==> src/pkg/cof_pkg.sv <==
package cof_pkg;

	// ----------------------------------------
	// Widths
	// ----------------------------------------
	localparam int CAP_W = 16;
	localparam int MW_W = 3;
	localparam int UD_W = 7;
	localparam int LBA_W = 48;
	localparam int L28_W = 28;
	localparam int SEL_W = 3;

	// ----------------------------------------
	// Capability bit positions
	// ----------------------------------------
	localparam int CAP_HPA = 0;
	localparam int CAP_PUIS = 1;
	localparam int CAP_SEC = 2;
	localparam int CAP_SMART = 3;

	// ----------------------------------------
	// Command codes and factory defaults
	// ----------------------------------------
	localparam logic [7:0] OPCODE_DEF = 8'hF0;
	localparam logic [7:0] FEAT_FREEZE_DEF = 8'h01;
	localparam logic [7:0] FEAT_IDENT_DEF = 8'h02;
	localparam logic [7:0] FEAT_RESTORE_DEF = 8'h03;
	localparam logic [7:0] FEAT_SET_DEF = 8'h04;
	localparam logic [CAP_W-1:0] FACT_CAPS_DEF = 16'hFFFF;
	localparam logic [MW_W-1:0] FACT_MW_DEF = 3'h7;
	localparam logic [UD_W-1:0] FACT_UD_DEF = 7'h7F;
	localparam logic [LBA_W-1:0] FACT_MAX_DEF = 48'h000010000000;

	// ----------------------------------------
	// Capacity limits of 28-bit addressing
	// ----------------------------------------
	localparam logic [L28_W-1:0] LBA28_LIM = 28'hFFFFFFF;
	localparam logic [L28_W-1:0] NAT28_CLAMP = 28'hFFFFFFE;

	// ----------------------------------------
	// Overlay states
	// ----------------------------------------
	typedef enum logic [1:0] {
		cof_as_built_state = 2'b00,
		cof_frozen_state = 2'b01,
		cof_trimmed_state = 2'b10,
		cof_loading_state = 2'b11
	} cof_state_t;

	// Clip a 48-bit count to what 28-bit commands can see
	function automatic logic [L28_W-1:0] cof_clip28(input logic [LBA_W-1:0] v,
		input logic [L28_W-1:0] lim);
		if (v > {{(LBA_W-L28_W){1'b0}}, lim}) begin
			return lim;
		end
		return v[L28_W-1:0];
	endfunction : cof_clip28

endpackage : cof_pkg

==> src/pkg/cof_chk_if.sv <==
`timescale 1ns/10ps
interface cof_chk_if;
	import cof_pkg::*;

	logic [CAP_W-1:0] req_caps;
	logic [MW_W-1:0] req_mw;
	logic [UD_W-1:0] req_ud;
	logic [LBA_W-1:0] req_max;
	logic [CAP_W-1:0] cur_caps;
	logic [MW_W-1:0] cur_mw;
	logic [UD_W-1:0] cur_ud;
	logic [SEL_W-1:0] mw_sel;
	logic mw_on;
	logic [SEL_W-1:0] ud_sel;
	logic ud_on;
	logic hpa_any;
	logic hpa_28;
	logic puis_jmp;
	logic sec_en;
	logic smart_en;
	logic [1:0] id_w7;
	logic [CAP_W-1:0] fact_caps;
	logic [LBA_W-1:0] fact_max;
	logic set_ok;
	logic restore_ok;

	modport fsm (
		output req_caps, req_mw, req_ud, req_max, cur_caps, cur_mw, cur_ud,
		output mw_sel, mw_on, ud_sel, ud_on, hpa_any, hpa_28, puis_jmp,
		output sec_en, smart_en, id_w7, fact_caps, fact_max,
		input set_ok, restore_ok
	);
	modport chk (
		input req_caps, req_mw, req_ud, req_max, cur_caps, cur_mw, cur_ud,
		input mw_sel, mw_on, ud_sel, ud_on, hpa_any, hpa_28, puis_jmp,
		input sec_en, smart_en, id_w7, fact_caps, fact_max,
		output set_ok, restore_ok
	);

endinterface : cof_chk_if

==> src/rtl/cof_set_check.sv <==
`timescale 1ns/10ps
module cof_set_check (
	cof_chk_if.chk c // Request and device conditions
);
	import cof_pkg::*;

	// Modes at or below the selected one
	function automatic logic [UD_W-1:0] cof_low_mask(input logic [SEL_W-1:0] sel,
		input logic on);
		logic [UD_W-1:0] m;
		m = '0;
		for (int i = 0; i < UD_W; i++) begin
			m[i] = on && (i <= int'(sel));
		end
		return m;
	endfunction : cof_low_mask

	// ----------------------------------------
	// Validity of set and restore
	// ----------------------------------------
	logic [CAP_W-1:0] drop;
	logic [UD_W-1:0] mw_low;
	logic [MW_W-1:0] mw_mask;
	logic [UD_W-1:0] ud_mask;
	logic bad;

	always_comb begin
		drop = c.cur_caps & ~c.req_caps;
		// Mask is built at ultra width, multiword keeps only its low modes
		mw_low = cof_low_mask(c.mw_sel, c.mw_on);
		mw_mask = mw_low[MW_W-1:0];
		ud_mask = cof_low_mask(c.ud_sel, c.ud_on);
		bad = c.hpa_any;
		bad = bad | c.hpa_28;
		bad = bad | ((c.cur_mw & ~c.req_mw & mw_mask) != '0);
		bad = bad | ((c.cur_ud & ~c.req_ud & ud_mask) != '0);
		bad = bad | (drop[CAP_HPA] & c.hpa_any);
		bad = bad | (drop[CAP_PUIS] & c.puis_jmp);
		bad = bad | (drop[CAP_SEC] & c.sec_en);
		bad = bad | (drop[CAP_SMART] & (c.smart_en | (c.id_w7 != 2'h0)));
		// Only clearing is allowed, never adding or growing
		bad = bad | ((c.req_caps & ~c.fact_caps) != '0);
		bad = bad | (c.req_max == '0) | (c.req_max > c.fact_max);
		c.set_ok = !bad;
		c.restore_ok = !c.hpa_28;
	end

endmodule : cof_set_check

==> src/rtl/cof_fsm.sv <==
`timescale 1ns/10ps
module cof_fsm #(
	parameter logic [7:0] OPCODE = cof_pkg::OPCODE_DEF,
	parameter logic [7:0] FEAT_FREEZE = cof_pkg::FEAT_FREEZE_DEF,
	parameter logic [7:0] FEAT_IDENT = cof_pkg::FEAT_IDENT_DEF,
	parameter logic [7:0] FEAT_RESTORE = cof_pkg::FEAT_RESTORE_DEF,
	parameter logic [7:0] FEAT_SET = cof_pkg::FEAT_SET_DEF,
	parameter logic [cof_pkg::CAP_W-1:0] FACT_CAPS = cof_pkg::FACT_CAPS_DEF,
	parameter logic [cof_pkg::MW_W-1:0] FACT_MW = cof_pkg::FACT_MW_DEF,
	parameter logic [cof_pkg::UD_W-1:0] FACT_UD = cof_pkg::FACT_UD_DEF,
	parameter logic [cof_pkg::LBA_W-1:0] FACT_MAX = cof_pkg::FACT_MAX_DEF
) (
	input logic clk, // 125 MHz clock
	input logic rst, // Hardware or software reset
	input logic por, // Power-on reset
	input logic cmd_valid, // Command strobe
	input logic [7:0] cmd_code, // Command opcode
	input logic [7:0] cmd_feat, // Features value
	input logic [cof_pkg::CAP_W-1:0] set_caps, // Requested capabilities
	input logic [cof_pkg::MW_W-1:0] set_mw, // Requested multiword modes
	input logic [cof_pkg::UD_W-1:0] set_ud, // Requested ultra modes
	input logic [cof_pkg::LBA_W-1:0] set_max, // Requested max LBA plus one
	input logic hpa_any, // Protected area exists
	input logic hpa_28, // Area made by 28-bit command
	input logic [cof_pkg::SEL_W-1:0] mw_sel, // Selected multiword mode
	input logic mw_on, // Multiword mode selected
	input logic [cof_pkg::SEL_W-1:0] ud_sel, // Selected ultra mode
	input logic ud_on, // Ultra mode selected
	input logic puis_jmp, // Standby power-up by jumper
	input logic sec_en, // Security enabled
	input logic smart_en, // SMART enabled
	input logic [1:0] id_w7, // Identify word 7 bits 2:1
	input logic nv_load, // Stored record valid
	input logic nv_trimmed, // Stored record is reduced
	input logic [cof_pkg::CAP_W-1:0] nv_caps, // Stored capabilities
	input logic [cof_pkg::MW_W-1:0] nv_mw, // Stored multiword modes
	input logic [cof_pkg::UD_W-1:0] nv_ud, // Stored ultra modes
	input logic [cof_pkg::LBA_W-1:0] nv_max, // Stored capacity
	output logic cmd_done, // Command completed
	output logic cmd_abort, // Completion is an abort
	output cof_pkg::cof_state_t ovl_state, // Overlay state
	output logic [cof_pkg::CAP_W-1:0] cap_en, // Offered capabilities
	output logic [cof_pkg::MW_W-1:0] mw_en, // Offered multiword modes
	output logic [cof_pkg::UD_W-1:0] ud_en, // Offered ultra modes
	output logic [cof_pkg::LBA_W-1:0] max_lba, // Words 100 to 103
	output logic [cof_pkg::L28_W-1:0] max_lba28, // Words 60 to 61
	output logic [cof_pkg::LBA_W-1:0] native_max48, // 48-bit native max
	output logic [cof_pkg::L28_W-1:0] native_max28, // 28-bit native max
	output logic id_full, // Overlay identify data valid
	output logic [cof_pkg::CAP_W-1:0] full_caps, // Full capability list
	output logic [cof_pkg::MW_W-1:0] full_mw, // Full multiword list
	output logic [cof_pkg::UD_W-1:0] full_ud, // Full ultra list
	output logic [cof_pkg::LBA_W-1:0] full_max, // Full capacity
	output logic nv_wr // Store current record
);
	import cof_pkg::*;

	// ----------------------------------------
	// State record
	// ----------------------------------------
	typedef struct packed {
		cof_state_t st;
		logic [CAP_W-1:0] caps;
		logic [MW_W-1:0] mw;
		logic [UD_W-1:0] ud;
		logic [LBA_W-1:0] maxl;
		logic [L28_W-1:0] w28;
		logic [LBA_W-1:0] nat48;
		logic [L28_W-1:0] nat28;
		logic [CAP_W-1:0] fcaps;
		logic [MW_W-1:0] fmw;
		logic [UD_W-1:0] fud;
		logic [LBA_W-1:0] fmax;
		logic done;
		logic abort;
		logic id_full;
		logic nv_wr;
	} cof_fsm_reg_t;

	cof_fsm_reg_t r;
	cof_fsm_reg_t next_r;
	logic take;

	cof_chk_if chk_bus ();

	// ----------------------------------------
	// Validity check of the request
	// ----------------------------------------
	assign chk_bus.req_caps = set_caps;
	assign chk_bus.req_mw = set_mw;
	assign chk_bus.req_ud = set_ud;
	assign chk_bus.req_max = set_max;
	assign chk_bus.cur_caps = r.caps;
	assign chk_bus.cur_mw = r.mw;
	assign chk_bus.cur_ud = r.ud;
	assign chk_bus.mw_sel = mw_sel;
	assign chk_bus.mw_on = mw_on;
	assign chk_bus.ud_sel = ud_sel;
	assign chk_bus.ud_on = ud_on;
	assign chk_bus.hpa_any = hpa_any;
	assign chk_bus.hpa_28 = hpa_28;
	assign chk_bus.puis_jmp = puis_jmp;
	assign chk_bus.sec_en = sec_en;
	assign chk_bus.smart_en = smart_en;
	assign chk_bus.id_w7 = id_w7;
	assign chk_bus.fact_caps = FACT_CAPS;
	assign chk_bus.fact_max = FACT_MAX;

	cof_set_check u_check (
		.c(chk_bus.chk)
	);

	// Commands are blind while either reset is held
	assign take = cmd_valid && (cmd_code == OPCODE) && !rst && !por;

	// ----------------------------------------
	// Next state
	// ----------------------------------------
	always_comb begin
		next_r = r;
		next_r.done = 1'b0;
		next_r.abort = 1'b0;
		next_r.id_full = 1'b0;
		next_r.nv_wr = 1'b0;

		// Stored record decides the first state after power-up
		if (r.st == cof_loading_state && nv_load) begin
			if (nv_trimmed) begin
				next_r.st = cof_trimmed_state;
				next_r.caps = nv_caps & FACT_CAPS;
				next_r.mw = nv_mw & FACT_MW;
				next_r.ud = nv_ud & FACT_UD;
				next_r.maxl = (nv_max > FACT_MAX) ? FACT_MAX : nv_max;
			end else begin
				next_r.st = cof_as_built_state;
			end
		end

		if (take) begin
			next_r.done = 1'b1;
			unique case (r.st)
				// No record yet, so nothing may change
				cof_loading_state: begin
					next_r.abort = 1'b1;
				end
				// Locked until the next power cycle
				cof_frozen_state: begin
					next_r.abort = 1'b1;
				end
				cof_as_built_state, cof_trimmed_state: begin
					if (cmd_feat == FEAT_FREEZE) begin
						next_r.st = cof_frozen_state;
					end else if (cmd_feat == FEAT_IDENT) begin
						next_r.id_full = 1'b1;
					end else if (cmd_feat == FEAT_SET) begin
						if (r.st == cof_as_built_state && chk_bus.set_ok) begin
							// Same as factory still counts as trimmed
							next_r.st = cof_trimmed_state;
							next_r.caps = set_caps;
							next_r.mw = set_mw;
							next_r.ud = set_ud;
							next_r.maxl = set_max;
							next_r.nv_wr = 1'b1;
						end else begin
							next_r.abort = 1'b1;
						end
					end else if (cmd_feat == FEAT_RESTORE) begin
						if (r.st == cof_trimmed_state && chk_bus.restore_ok) begin
							next_r.st = cof_as_built_state;
							next_r.caps = FACT_CAPS;
							next_r.mw = FACT_MW;
							next_r.ud = FACT_UD;
							next_r.maxl = FACT_MAX;
							next_r.nv_wr = 1'b1;
						end else begin
							next_r.abort = 1'b1;
						end
					end else begin
						next_r.abort = 1'b1;
					end
				end
			endcase
		end

		// Reported and native capacities track the live maximum
		next_r.w28 = cof_clip28(next_r.maxl, LBA28_LIM);
		next_r.nat48 = next_r.maxl - 48'h000000000001;
		next_r.nat28 = cof_clip28(next_r.nat48, NAT28_CLAMP);

		// Power cycle: freeze cleared, factory view until loaded
		if (por) begin
			next_r = '0;
			next_r.st = cof_loading_state;
			next_r.caps = FACT_CAPS;
			next_r.mw = FACT_MW;
			next_r.ud = FACT_UD;
			next_r.maxl = FACT_MAX;
			next_r.w28 = cof_clip28(FACT_MAX, LBA28_LIM);
			next_r.nat48 = FACT_MAX - 48'h000000000001;
			next_r.nat28 = cof_clip28(FACT_MAX - 48'h000000000001, NAT28_CLAMP);
			next_r.fcaps = FACT_CAPS;
			next_r.fmw = FACT_MW;
			next_r.fud = FACT_UD;
			next_r.fmax = FACT_MAX;
		end
	end

	// ----------------------------------------
	// Register
	// ----------------------------------------
	// Plain reset never touches the record, so a freeze survives it
	always_ff @(posedge clk) begin
		r <= next_r;
	end

	// ----------------------------------------
	// Outputs
	// ----------------------------------------
	assign cmd_done = r.done;
	assign cmd_abort = r.abort;
	assign ovl_state = r.st;
	assign cap_en = r.caps;
	assign mw_en = r.mw;
	assign ud_en = r.ud;
	// Normal identify words show only the live, possibly reduced, view
	assign max_lba = r.maxl;
	assign max_lba28 = r.w28;
	assign native_max48 = r.nat48;
	assign native_max28 = r.nat28;
	assign id_full = r.id_full;
	// Full list is kept apart and only flagged by overlay identify
	assign full_caps = r.fcaps;
	assign full_mw = r.fmw;
	assign full_ud = r.fud;
	assign full_max = r.fmax;
	assign nv_wr = r.nv_wr;
endmodule : cof_fsm

==> config.mk <==
export PLATFORM = sky130hd
export DESIGN_NAME = cof_fsm
export DESIGN_NICKNAME = d
export VERILOG_FILES = /design/src/pkg/cof_pkg.sv /design/src/pkg/cof_chk_if.sv /design/src/rtl/cof_set_check.sv /design/src/rtl/cof_fsm.sv
export SDC_FILE = /design/constraint.sdc
export NUM_CORES = 1
export LEC_CHECK = 0
export ABC_CLOCK_PERIOD_IN_PS = 13930
export BUFFER_PORTS_ARGS = -buffer_cell sky130_fd_sc_hd__clkbuf_2
export CAP_MARGIN = 20
export CELL_PAD_IN_SITES_DETAIL_PLACEMENT = 1
export CELL_PAD_IN_SITES_GLOBAL_PLACEMENT = 1
export CORE_AREA = 2 2 171 173
export DETAILED_ROUTE_END_ITERATION = 6
export DIE_AREA = 0 0 173 175
export PLACE_DENSITY_LB_ADDON = 0.1
export SETUP_SLACK_MARGIN = 0.1
export SKIP_CTS_REPAIR_TIMING = 1
export SLEW_MARGIN = 20
export SYNTH_ARGS = -nofsm -noshare
export SYNTH_HDL_FRONTEND = slang
export SYNTH_SLANG_ARGS = --single-unit
==> constraint.sdc <==
create_clock -name clk -period 13.93 [get_ports clk]
set_clock_uncertainty 0.05 [all_clocks]
set_input_delay 0 -clock clk [delete_from_list [all_inputs] [get_ports clk]]
set_output_delay 0 -clock clk [all_outputs]
set_load 0.02 [all_outputs]
After elaboration in Yosys (flattened, before gate mapping)
Index checks and enable logic that the tools add are counted.
- register bits after elaboration: 184
- input port bits: 185
- output and inout bits: 258
- logic and storage cells: 119
- add/subtract/negate cells: 1
- magnitude comparators: 12
- eq/ne operators: 8
- multiplexer cells: 34
- bitwise logic cells: 24
- reductions and logical operators: 28
- operators with widths (kind ; number):
    $mux 76 ; 8
    $mux 74 ; 2
    $mux 28 ; 4
    $gt 48x28->1 const B ; 2
    $gt 48x29->1 const B ; 2
    $logic_not 48->1 ; 1
    $mux 48 ; 1
    $sub 48x1->48 const B ; 1
    $eq 8x2->1 const B ; 2
    $and 7x7->7 ; 2
    $logic_and 1x1->1 ; 14
    $mux 1 ; 13
    $or 1x1->1 ; 10
    $le 2x3->1 const A ; 3
    $le 3x3->1 const A ; 3
    $eq 8x1->1 const B ; 1
    $eq 8x3->1 const B ; 1
    $eq 8x8->1 const B ; 1
    $not 7->7 ; 1
    $reduce_bool 7->1 ; 1
    $and 3x3->3 ; 2
    $le 1x3->1 const A ; 2
    $mux 2 ; 3
    $reduce_or 2->1 ; 3
    other kinds (16) ; 24

Logic depth before layout (Yosys ltp)
Gate-level depths: netlist of run 1.
- depth after elaboration: 24
- gate-level depth with buffers: 21
- gate-level depth less buffers: 17

By module
A second synthesis of run 1 with hierarchy kept.
- cells, all modules: 1309
- area total of the unflattened synthesis: 10493.8 sq um
- modules (own cells, without submodules) (module ; times used ; cells each ; area an instance (sq um) ; sequential area each (sq um)):
    cof_fsm ; 1 ; 1068 ; 8831.0 ; 3683.5
    cof_set_check ; 1 ; 241 ; 1662.8 ; 0.0

Least setup slack after synthesis of run 1
OpenSTA, ideal clock, no wires.
- kind: register to register
- start: register r, in the netlist ovl_state[1]
- end: register r, in the netlist native_max28[21]
- library setup time: 0.124 ns
- arrival time: 5.490 ns
- required time: 13.756 ns
- path slack: 8.266 ns
- cell stages (with the launch flop): 21
- path buffers: 3
- period minus slack after synthesis: 5.664 ns
- cell sequence: dfxtp_1 clkbuf_1 nor4_1 o2111ai_1 nor4_1 and4_1 clkbuf_1 a211oi_1 nor3_1 ha_1 o21ai_0 nor4b_2 o21ai_1 nor3_2 and3_1 xor2_1 o2111ai_1 or4b_4 nor4_4 buf_6 nand2_1
- longest elaborated chain between the ends: 14
- elaborated cells between the ends (all ways): 20
- those cells by class: add/sub (1); order compare (1); eq/ne (2); mux (11); reduce/logical (5)
- RTL lines (item ; line ; text):
    start, declared ; cof_fsm.sv:80 ; cof_fsm_reg_t r;
    start signal, assigned ; cof_fsm.sv:213 ; r <= next_r;
    $eq 2x2->1 ; cof_fsm.sv:127 ; if (r.st == cof_loading_state && nv_load) begin
    $logic_and 1x1->1 ; cof_fsm.sv:127 ;
    $mux 76 ; cof_fsm.sv:127 ;
    $mux 76 ; cof_fsm.sv:168 ; if (r.st == cof_trimmed_state && chk_bus.restore_ok) begin
    $mux 76 ; cof_fsm.sv:167 ; end else if (cmd_feat == FEAT_RESTORE) begin
    $mux 76 ; cof_fsm.sv:155 ; end else if (cmd_feat == FEAT_SET) begin
    $mux 76 ; cof_fsm.sv:153 ; end else if (cmd_feat == FEAT_IDENT) begin
    $mux 74 ; cof_fsm.sv:151 ; if (cmd_feat == FEAT_FREEZE) begin
    $mux 76 ; cof_fsm.sv:141 ; unique case (r.st)
    $mux 76 (*) ; cof_fsm.sv:139 ; if (take) begin
    $sub 48x1->48 (*) ; cof_fsm.sv:187 ; next_r.nat48 = next_r.maxl - 48'h000000000001;
    $gt 48x28->1 ; cof_pkg.sv:53 ; if (v > {{(LBA_W-L28_W){1'b0}}, lim}) begin
    $mux 1 ; cof_pkg.sv:53 ;
    $mux 28 (*) ; cof_pkg.sv:56 ; return v[L28_W-1:0];
Every way passes the cells marked *; elsewhere a longest branch is shown, timed or not.
A chain may end at the register's enable or synchronous reset.

Final worst setup path of run 1
- start: register r, in the netlist ovl_state[0]
- end: register r, in the netlist native_max28[0]
The elaborated chain is that of the path after synthesis.

==> key figures, run 1 <==
GRT
  – Largest net degree at the start of global routing: 91
  – Vias in the first global route: roughly 10,000
  – First-pass GRT wire length: 62.5 mm
  – Initial antenna violation count: 7
  – Remaining global-route overflow: 0
  – GRT Util Overall: 0.270

Power
  – Cell Int Power: 0.000846 W
  – Clk pwr share: 0.438
  – Max IR drop VDD: 0.0587 mV
  – Reg power frac: 0.448
  – Lkg Pwr: 5.73 nW
  – Cell area power density: 92.8 nW/um2
  – Switching Fraction: 0.289
  – Comb power frac: 0.114
  – Switching power: 0.000345 W

Drt
  – DR top layer: met5
  – Total number of vias: 10,400
  – Initial DRC count: 582
  – WL met3: approximately 2.9 mm
  – Met1 wire length: 17.8 mm
  – WL final: 43.0 mm
  – Final ANT Viol Nets: 0
  – Vias per std cell: 5.22
  – WL/cell: 21.7 um
  – WL met2: 20.8 mm
  – Residual DRC: 0
  – Drt pass-1 iters: 5

Min path
  – Hold Crit Start: set_max[10]
  – Worst hold path type: in2reg

Synth
  – Yosys top cell by area: dfxtp_1
  – Post-synthesis cell type count: 83
  – Mapped cell area: around 9500 um2
  – Yosys warning count: 0
  – Syn_area_per_cell: 8.14 um2
  – Synth top area share: 0.386
  – Number of synthesized register bits: 184
  – Most used standard cell by instance count after synthesis: dfxtp_1
  – EDFF count, synth: 0
  – Top FF cell, synth: dfxtp_1
  – Top cells by area, synth: dfxtp_1 (39%), buf_4 (5.8%), nand2_1 (4.8%), nor2_1 (4.7%), nand2b_1 (4.2%)
  – Post-synthesis sequential area ratio: 0.386
  – Most instantiated cells after synthesis: dfxtp_1 (184), nand2_1 (123), nor2_1 (119), buf_4 (74)
  – Asr flop ratio synth: 0
  – Mapped Cells: 1,173

Layout
  – Area growth from synthesis to final layout: 34.4%
  – Non-Filler Cell Area, Final: approximately 13,000 um2
  – Filler cells: 3,618
  – Share of layout cells above drive strength 1: 0.287
  – Non-filler cells, final: 1,984
  – Final net count: 1,771

Timing
  – Max-slew violation count: 0
  – Worst-margin pin slew: roughly 1.0 ns
  – Hold slack: -0.0424 ns
  – Final setup viols: 0
  – RSZ-0062 raised after global routing: false
  – PnR worst setup slack: 6.93 ns
  – Final Cycle Share: 0.502
  – Setup TNS: 0 ns
  – Slew margin rel.: 0.321
  – Final Hold Viols: 7
  – Crit path time final: 7.00 ns
  – FMAX: 0.143 GHz

Floorplanning
  – Die area: 30,300 um2
  – Core area: around 28,000 um2
  – Row cnt: 62
  – Initial Util: 0.336
  – Num ports: about 440
  – Die Ht: 175 um
  – Die width: about 170 um

Worst setup path
  – Reg-to-reg startpoint: ovl_state[0]
  – Worst Setup Start Kind: flip-flop
  – CP delay by family, top: simple AND/OR/NAND/NOR gates
  – WP data required: ~14 ns
  – Crit-path cells: nor4_1 > o311ai_0 > nor4_1 > and4_1 > a211oi_1 > nor3_1 > ha_1 > o21ai_0 > nor4b_2 > o21ai_1 > nor3_2 > buf_4 > and3_1 > xor2_1 > o2111ai_1 > or4b_4 > nor4_4 > buf_4 > o311a_1
  – Critical path arrival: 7.34 ns
  – Crit. End Element: flip-flop
  – Worst path slowest cell: nor3_1
  – Critical Path Source: ovl_state[0]
  – Critical path type: reg2reg
  – Worst-path maximum fanout: 28
  – CP bufs+invs: 2
  – CP max stage delay: 0.84 ns

Status
  – Status: finished, violations left
  – Violated checks: hold timing

Place
  – Hpwl dp: 32.5 mm
  – Post-placement cell count: 1,876
  – Routability cong.: 0.893
  – Port-buffer cells: 368
  – Dpl cell area: 11,500 um2
  – Post-place setup slack: 7.03 ns

Clocking
  – CTS HTree Levels: 4
  – Clk sinks: ~180
  – Clk_lat worst skew: 0.45 ns
  – Clk buf depth: 2
  – CTS clock-pin slew for the worst setup and hold paths: 0.08 ns
  – TritonCTS clock tree: built
  – Root buffer cell: clkbuf_16
  – Total clock buffers created by CTS: 17

Flow run
  – Max Cap Viol: 0
sequential cells by signal (all words and copies together), names as in the netlist:
signal,count
ud_en,7
cap_en,16
ovl_state,2
nv_wr,1
cmd_done,1
cmd_abort,1
native_max48,48
max_lba28,28
max_lba,48
native_max28,28
mw_en,3
id_full,1
worst min-delay path, delay by kind of cell:
family | cells | cell delay (ns)
AO/OA/AOI/OAI | 1 | 0.17
AND/OR/NAND/NOR | 2 | 0.13
buffers and inverters | 1 | 0.10
cell usage in the layout, fill, tap and decap left out, drive strengths merged, types with 43 or more instances in the layout:
cell type,Yosys,routed
a21oi,62,62
dlygate4sd3,0,73
clkbuf,53,384
o21ai,65,65
nand2,123,123
nand3,43,43
dfxtp,184,184
nand2b,64,64
conb,2,74
nor2,119,119
layout make-up:
| type | count | area, um2 | share of cell area |
|---|---|---|---|
| timing repair buffer | 458 | 2700 | 0.211 |
| clock inverter | 15 | 195 | 0.0152 |
| clock buffer | 17 | 425 | 0.0332 |
| multi-input combinational | 910 | 5290 | 0.412 |
| tap | 384 | 480 | 0.0375 |
| sequential | 184 | 3680 | 0.287 |
| inverter | 13 | 48.8 | 0.00380 |
| antenna | 3 | 7.51 | 0.000585 |
power by group through the flow:
stage / Combinational [W] / Clock (W) / Sequential, W
4_1_cts: 0.000115 / 0.000532 / 0.000533
3_3_place_gp: 0.000113 / 0 / 0.000546
3_5_place_dp: 0.000114 / 0 / 0.000546
6_report: 0.000136 / 0.000522 / 0.000533
5_1_grt: 0.000146 / 0.000552 / 0.000534
2_1_floorplan: 0.0000723 / 0 / 0.000549
per-layer routing:
metal | up-vias | track usage
li1 | 4828 | -
met1 | 5031 | 0.326
met2 | 406 | 0.454
met3 | 83 | 0.0731
met4 | 6 | 0.109
met5 | - | 0
kinds of logic (layout without fill, tap and decap cells):
| family | Yosys count | after routing | share of synthesized area |
|---|---|---|---|
| flip-flops | 184 | 184 | 0.386 |
| buffers and inverters | 151 | 503 | 0.0912 |
| XOR/XNOR | 35 | 35 | 0.0321 |
| adder cells (fa/ha/maj) | 2 | 2 | 0.00262 |
| AND/OR/NAND/NOR | 520 | 520 | 0.283 |
| AO/OA/AOI/OAI | 240 | 240 | 0.163 |
| other | 2 | 77 | 0.000787 |
| multiplexers | 39 | 39 | 0.0417 |
worst paths after layout:
kind                      to  slack (ns)  cells past startpoint
max          native_max28[0]        6.93                     19
min            max_lba28[10]       -0.04                      4
min reg2reg      max_lba[47]        0.48                      2
max reg2reg  native_max28[0]        6.93                     19
per-stage QoR:
stage / power [W] / utilization
floorplan: 0.000621 / -
global placement: 0.000659 / 0.404
detailed placement: 0.000660 / 0.404
CTS: 0.00118 / 0.426
global route: 0.00123 / 0.452
finish: 0.00119 / 0.452
Note: power is estimated with default switching activity, not from simulation.
==> run 2, diff against run 1 <==
- ABC_AREA: unset -> 1
- ABC_CLOCK_PERIOD_IN_PS: 13930 -> 6100
- CORE_AREA: 2 2 171 173 -> 2 2 189 191
- DIE_AREA: 0 0 173 175 -> 0 0 191 193
- clock period: 13.93 -> 6.1 ns (I/O delays scaled with it)
==> key figures, run 2 <==
Synth
  – Syn_area_per_cell: ~6.8 um2
  – Number of synthesized register bits: 184
  – Most instantiated cells after synthesis: nand2_1 (423), nor2_1 (255), dfxtp_1 (184), inv_1 (95), nand4_1 (86)
  – Most used standard cell by instance count after synthesis: nand2_1
  – Mapped cell area: 10,300 um2
  – Synth top area share: 0.357
  – Top cells by area, synth: dfxtp_1 (36%), nand2_1 (15%), nor2_1 (9.3%), buf_4 (5.9%), nand4_1 (5.2%)
  – Post-synthesis cell type count: 43
  – Yosys warning count: 0
  – Asr flop ratio synth: 0
  – Mapped Cells: around 1,500
  – Post-synthesis sequential area ratio: 0.357
  – Yosys top cell by area: dfxtp_1
  – EDFF count, synth: 0
  – Top FF cell, synth: dfxtp_1

Drt
  – WL final: about 44 mm
  – DR top layer: met4
  – WL met2: 19.7 mm
  – Initial DRC count: 598
  – Residual DRC: 0
  – WL met3: 2.42 mm
  – Met1 wire length: 20.9 mm
  – Vias per std cell: around 4.7
  – Final ANT Viol Nets: 0
  – Drt pass-1 iters: 5
  – WL/cell: 18.4 um
  – Total number of vias: approximately 11,000

Layout
  – ANT cells: 0
  – Filler cells: 4,541
  – Final Util: 0.383
  – Area growth from synthesis to final layout: 29.8%
  – Non-filler cells, final: 2,385
  – Final net count: about 2,100
  – Most frequent cells in the layout: nand2_1 (422), clkbuf_2 (368), nor2_1 (254)
  – Share of layout cells above drive strength 1: 0.285
  – Commonest non-fill, non-tap cell in the layout: nand2_1

Power
  – Lkg Pwr: 7.15 nW
  – Cell area power density: a little under 200 nW/um2
  – Max IR drop VDD: 0.199 mV
  – Power after layout: 0.00260 W

Timing
  – Crit path time final: 5.11 ns
  – Final setup viols: 0
  – Worst-margin pin slew: 1.04 ns
  – RSZ-0062 raised after global routing: false
  – Final Hold Viols: 2
  – Hold slack: -0.00140 ns
  – FMAX: about 0.2 GHz
  – Final Cycle Share: 0.838
  – Slew margin rel.: 0.304
  – Setup TNS: 0 ns
  – Max-slew violation count: 0

Floorplanning
  – Die area: ~37,000 um2
  – Num ports: 443
  – Die width: between 150 and 200 um
  – Row cnt: 69
  – Die Ht: 193 um
  – Core area: between 30,000 and 40,000 um2
  – Initial Util: 0.295

Clocking
  – CTS clock-pin slew for the worst setup and hold paths: roughly 0.08 ns
  – TritonCTS clock tree: built
  – Total clock buffers created by CTS: 17
  – Clk_lat worst skew: 0.45 ns
  – CTS HTree Levels: 4
  – Clk sinks: 184
  – Root buffer cell: clkbuf_16
  – Clk buf depth: 2

Min path
  – Worst hold path type: in2reg

GRT
  – First-pass GRT wire length: roughly 65 mm
  – Initial antenna violation count: 0
  – Largest net degree at the start of global routing: 77
  – Vias in the first global route: 11,000
  – GRT Util Overall: 0.234
  – Remaining global-route overflow: 0

Place
  – Port-buffer cells: 368
  – Routability cong.: 0.876
  – Post-placement cell count: 2,290
  – Hpwl dp: 34.3 mm

Worst setup path
  – Worst-path maximum fanout: 47
  – Critical path arrival: 5.41 ns
  – Critical path type: in2reg
  – Worst Setup Start Kind: input pin
  – Crit. End Element: flip-flop
  – WP data required: ~6.4 ns

Status
  – Status: finished, violations left
  – Violated checks: hold timing

Flow run
  – Max Cap Viol: 0
==> run 2: cell types whose count changed in the layout (fill, tap and decap cells not counted), moves of 59 or more <==
cell	change
a21oi_1	-59
inv_1	+82
nand2_1	+299
nand2b_1	-64
nand4_1	+76
nor2_1	+135
==> run 2: layout make-up <==
class                           count  area, um2  share of cell area
Sequential cell                   184       3680               0.275
Tap cell                          461        577              0.0430
Clock inverter                     13        139              0.0104
Multi-Input combinational cell   1158       5590               0.417
Timing Repair Buffer              446       2590               0.193
Inverter                          105        395              0.0295
Clock buffer                       18        429              0.0320
==> run 2: layer usage <==
| layer | track usage | vias to the layer above |
|---|---|---|
| li1 | - | 5529 |
| met1 | 0.320 | 5298 |
| met2 | 0.374 | 349 |
| met3 | 0.0454 | 37 |
| met4 | 0.0650 | 0 |
| met5 | 0 | - |
==> run 2: logic make-up after synthesis <==
group,share of synthesized area
adder cells (fa/ha/maj),0.00242
buffers and inverters,0.130
AO/OA/AOI/OAI,0.0565
XOR/XNOR,0.00654
other,0.000727
flip-flops,0.357
AND/OR/NAND/NOR,0.448
==> run 2: where the power goes <==
part / leakage [nW] / total (W) / internal (W) / switching (W)
Clock: 0.261 / 0.00110 / 0.000572 / 0.000529
Combinational: 5.40 / 0.000277 / 0.0000999 / 0.000177
Sequential: 1.49 / 0.00122 / 0.00121 / 0.00000761
Total: 7.15 / 0.00260 / 0.00188 / 0.000714
==> run 2: path summary, 6_finish.rpt <==
check / startpoint / to / slack (ns) / cells after the start
setup reg to reg: mw_en[1] / native_max28[0] / 1.41 / 26
hold reg to reg: max_lba[44] / max_lba[44] / 0.54 / 4
hold / removal: nv_max[5] / max_lba[5] / -0.001 / 5
setup / recovery: cmd_feat[1] / native_max28[0] / 0.99 / 27
==> run 2: stage by stage <==
stage,worst slack [ns],area [um2]
2_1_floorplan,2.99,10600
3_3_place_gp,1.52,12200
3_5_place_dp,1.47,12200
4_1_cts,1.44,12800
5_1_grt,0.418,13400
6_report,0.986,13400
==> run 2: worst max-delay path, cell delays in order <==
cell	delay (ns)
dlygate4sd3_1	0.53
clkbuf_2	0.13
nand2_1	0.06
dlygate4sd3_1	0.54
nor2_1	0.11
dlygate4sd3_1	0.57
nand2_1	0.08
nand2_2	0.14
nor3_2	0.06
nand4_1	0.13
buf_4	0.48
nand3_1	0.17
nand2_2	0.19
ha_1	0.24
nand2_1	0.11
nor2_4	0.16
nand2_2	0.15
nor2_4	0.18
nand3_1	0.09
nand2_1	0.07
nand2_1	0.14
nor2_1	0.16
nand2_1	0.07
nor2_1	0.11
nand2_2	0.43
nand3_1	0.24
nor2_1	0.05
==> run 3, diff against run 2 <==
- ABC_CLOCK_PERIOD_IN_PS: 6100 -> 4900
- CORE_AREA: 2 2 189 191 -> 2 2 180 182
- DIE_AREA: 0 0 191 193 -> 0 0 182 184
- clock period: 6.1 -> 4.9 ns (I/O delays scaled with it)
==> key figures, run 3 (synthesis results as in run 2) <==
Status
  – Status: completed

Place
  – Hpwl dp: about 34 mm
  – Post-place setup slack: 0.459 ns
  – Post-placement cell count: about 2,200
  – Port-buffer cells: 368
  – Routability cong.: 0.930

Floorplanning
  – Die Ht: 184 um
  – Core area: 31,400 um2
  – Row cnt: between 60 and 70
  – Initial Util: 0.329
  – Die area: about 33,000 um2
  – Num ports: 443
  – Die width: 182 um

Drt
  – Drt pass-1 iters: 5
  – Final ANT Viol Nets: 0
  – WL/cell: 18.7 um
  – WL final: 43.8 mm
  – Vias per std cell: 4.87
  – Total number of vias: approximately 11,000
  – Residual DRC: 0
  – Initial DRC count: 640

GRT
  – M3 GR Usage: 0.0452
  – Largest net degree at the start of global routing: 77
  – First-pass GRT wire length: 65.1 mm
  – Vias in the first global route: ~11,000
  – Met1 usage: 0.340
  – Remaining global-route overflow: 0
  – GRT Util Overall: 0.253
  – Busiest layer in global routing: met2
  – Initial antenna violation count: 2
  – M2 GR Usage: 0.410

Clocking
  – TritonCTS clock tree: built
  – CTS HTree Levels: 4
  – Root buffer cell: clkbuf_16
  – CTS clock-pin slew for the worst setup and hold paths: 0.08 ns
  – Total clock buffers created by CTS: 17
  – Clk sinks: ~180
  – Clk buf depth: 2
  – Clk_lat worst skew: 0.46 ns

Timing
  – RSZ-0062 raised after global routing: false
  – Setup TNS: 0 ns
  – Max-slew violation count: 0
  – Final Cycle Share: 0.900
  – Worst-margin pin slew: slightly below 0.9 ns
  – Slew margin rel.: 0.422
  – Final Hold Viols: 0
  – FMAX: ~0.23 GHz
  – Crit path time final: 4.41 ns
  – PnR worst setup slack: 0.492 ns
  – Final setup viols: 0

Power
  – Lkg Pwr: a little over 7 nW
  – Reg power frac: 0.459
  – Cell Int Power: about 0.0023 W
  – Cell area power density: 245 nW/um2
  – Switching power: 0.000971 W
  – Switching Fraction: 0.294
  – Max IR drop VDD: around 0.24 mV
  – Power after layout: 0.00330 W
  – Clk pwr share: 0.435
  – Comb power frac: 0.106

Min path
  – Hold Path End: max_lba[1]
  – Worst hold path type: in2reg
  – Hold Crit Start: nv_max[1]
  – Hold Path Depth: 5

Worst setup path
  – Worst reg2reg setup slack: 0.51 ns
  – Crit-path most repeated cell: nand2_1
  – CP bufs+invs: 6
  – Critical path arrival: 4.67 ns
  – Worst-case reg-to-reg path depth: 19
  – Reg2reg end: max_lba28[16]
  – CP delay by family, top: simple AND/OR/NAND/NOR gates
  – Worst Setup Start Kind: input pin
  – Worst path slowest cell: dlygate4sd3_1
  – Worst-path maximum fanout: 29
  – Reg-to-reg startpoint: ud_en[3]
  – CP max stage delay: 0.56 ns
  – Crit. End Element: flip-flop
  – Crit-path cells: dlygate4sd3_1 > clkbuf_2 > nand2_1 > dlygate4sd3_1 > nor2_1 > nand2_1 > nand2_2 > nor3_2 > nand4_1 > buf_4 > buf_4 > nand2_1 > o21ai_1 > inv_1 > nor2_1 > nand3_1 > nor2_1 > nand3b_1 > nand2_1 > nand2_1 > nor2_2 > nand2_2 > nor2_8 > nand4_2
  – Critical path type: in2reg
  – WP data required: a little over 5 ns

Layout
  – Final net count: 2,108
  – Most frequent cells in the layout: nand2_1 (422), clkbuf_2 (368), nor2_1 (254)
  – Area growth from synthesis to final layout: 30.5%
  – Share of layout cells above drive strength 1: 0.289
  – Commonest non-fill, non-tap cell in the layout: nand2_1
  – Non-filler cells, final: between 2,000 and 2,500

Flow run
  – Max Cap Viol: 0
==> run 3: changes by cell type in the layout (fill, tap and decap cells not counted), moves of 2 or more <==
cell | previous run | this run
clkinv_8 | 1 | 5
nor2_4 | 13 | 15
buf_4 | 14 | 19
inv_12 | 0 | 2
buf_12 | 0 | 2
clkinvlp_4 | 5 | 0
==> run 3: how the worst max path moves through the flow <==
stage / end / depth (start not counted) / from / slack, ns
after global routing: native_max28[0] / 21 / cmd_code[3] / 0.09
after global placement: native_max28[0] / 23 / ud_en[3] / 0.46
after CTS: native_max28[12] / 22 / ud_en[3] / 0.38
final: native_max28[12] / 24 / cmd_feat[1] / 0.49
after floorplan: native_max28[10] / 24 / ovl_state[1] / 1.79
after detailed placement: native_max28[2] / 22 / ud_en[3] / 0.46
==> run 3: final cells by class <==
class	count	area (um2)
fillers	4118	17900
multi-input cells	1160	5610
flip-flops and latches	184	3680
repair buffers	453	2670
well taps	402	503
clock buffers	17	425
inverters	105	395
clock inverters	15	189
diodes	1	2.50
==> run 3: through the flow <==
| step | hold WS (ns) | instance area, um2 | utilization |
|---|---|---|---|
| CTS | -0.271 | 12800 | 0.406 |
| floorplan | 0.109 | 10600 | - |
| global placement | 0.200 | 12100 | 0.387 |
| global route | 0.0231 | 13500 | 0.429 |
| detailed placement | 0.210 | 12100 | 0.387 |
| finish | 0.00297 | 13500 | 0.429 |
==> run 3: power groups by stage <==
stage	registers, W	clock network [W]	logic, W
floorplan	0.00156	0	0.000198
global placement	0.00155	0	0.000303
detailed placement	0.00155	0	0.000305
CTS	0.00152	0.00147	0.000306
global route	0.00152	0.00155	0.000380
finish	0.00152	0.00144	0.000350
==> run 3: worst register-to-register path, delay by kind of cell, from the launching register on <==
family,cells,cell delay (ns)
and+or+nand+nor,13,2.60
buffers and inverters,5,1.17
DFF,1,0.33
AOI/OAI and AO/OA,1,0.09
==> run 3: per-layer routing <==
layer / wire [um] / up-vias
met1: 20000 / 5370
met2: 20200 / 396
met3: 2380 / 67
met4: 1220 / 2
li1: - / 5551
met5: 13 / -
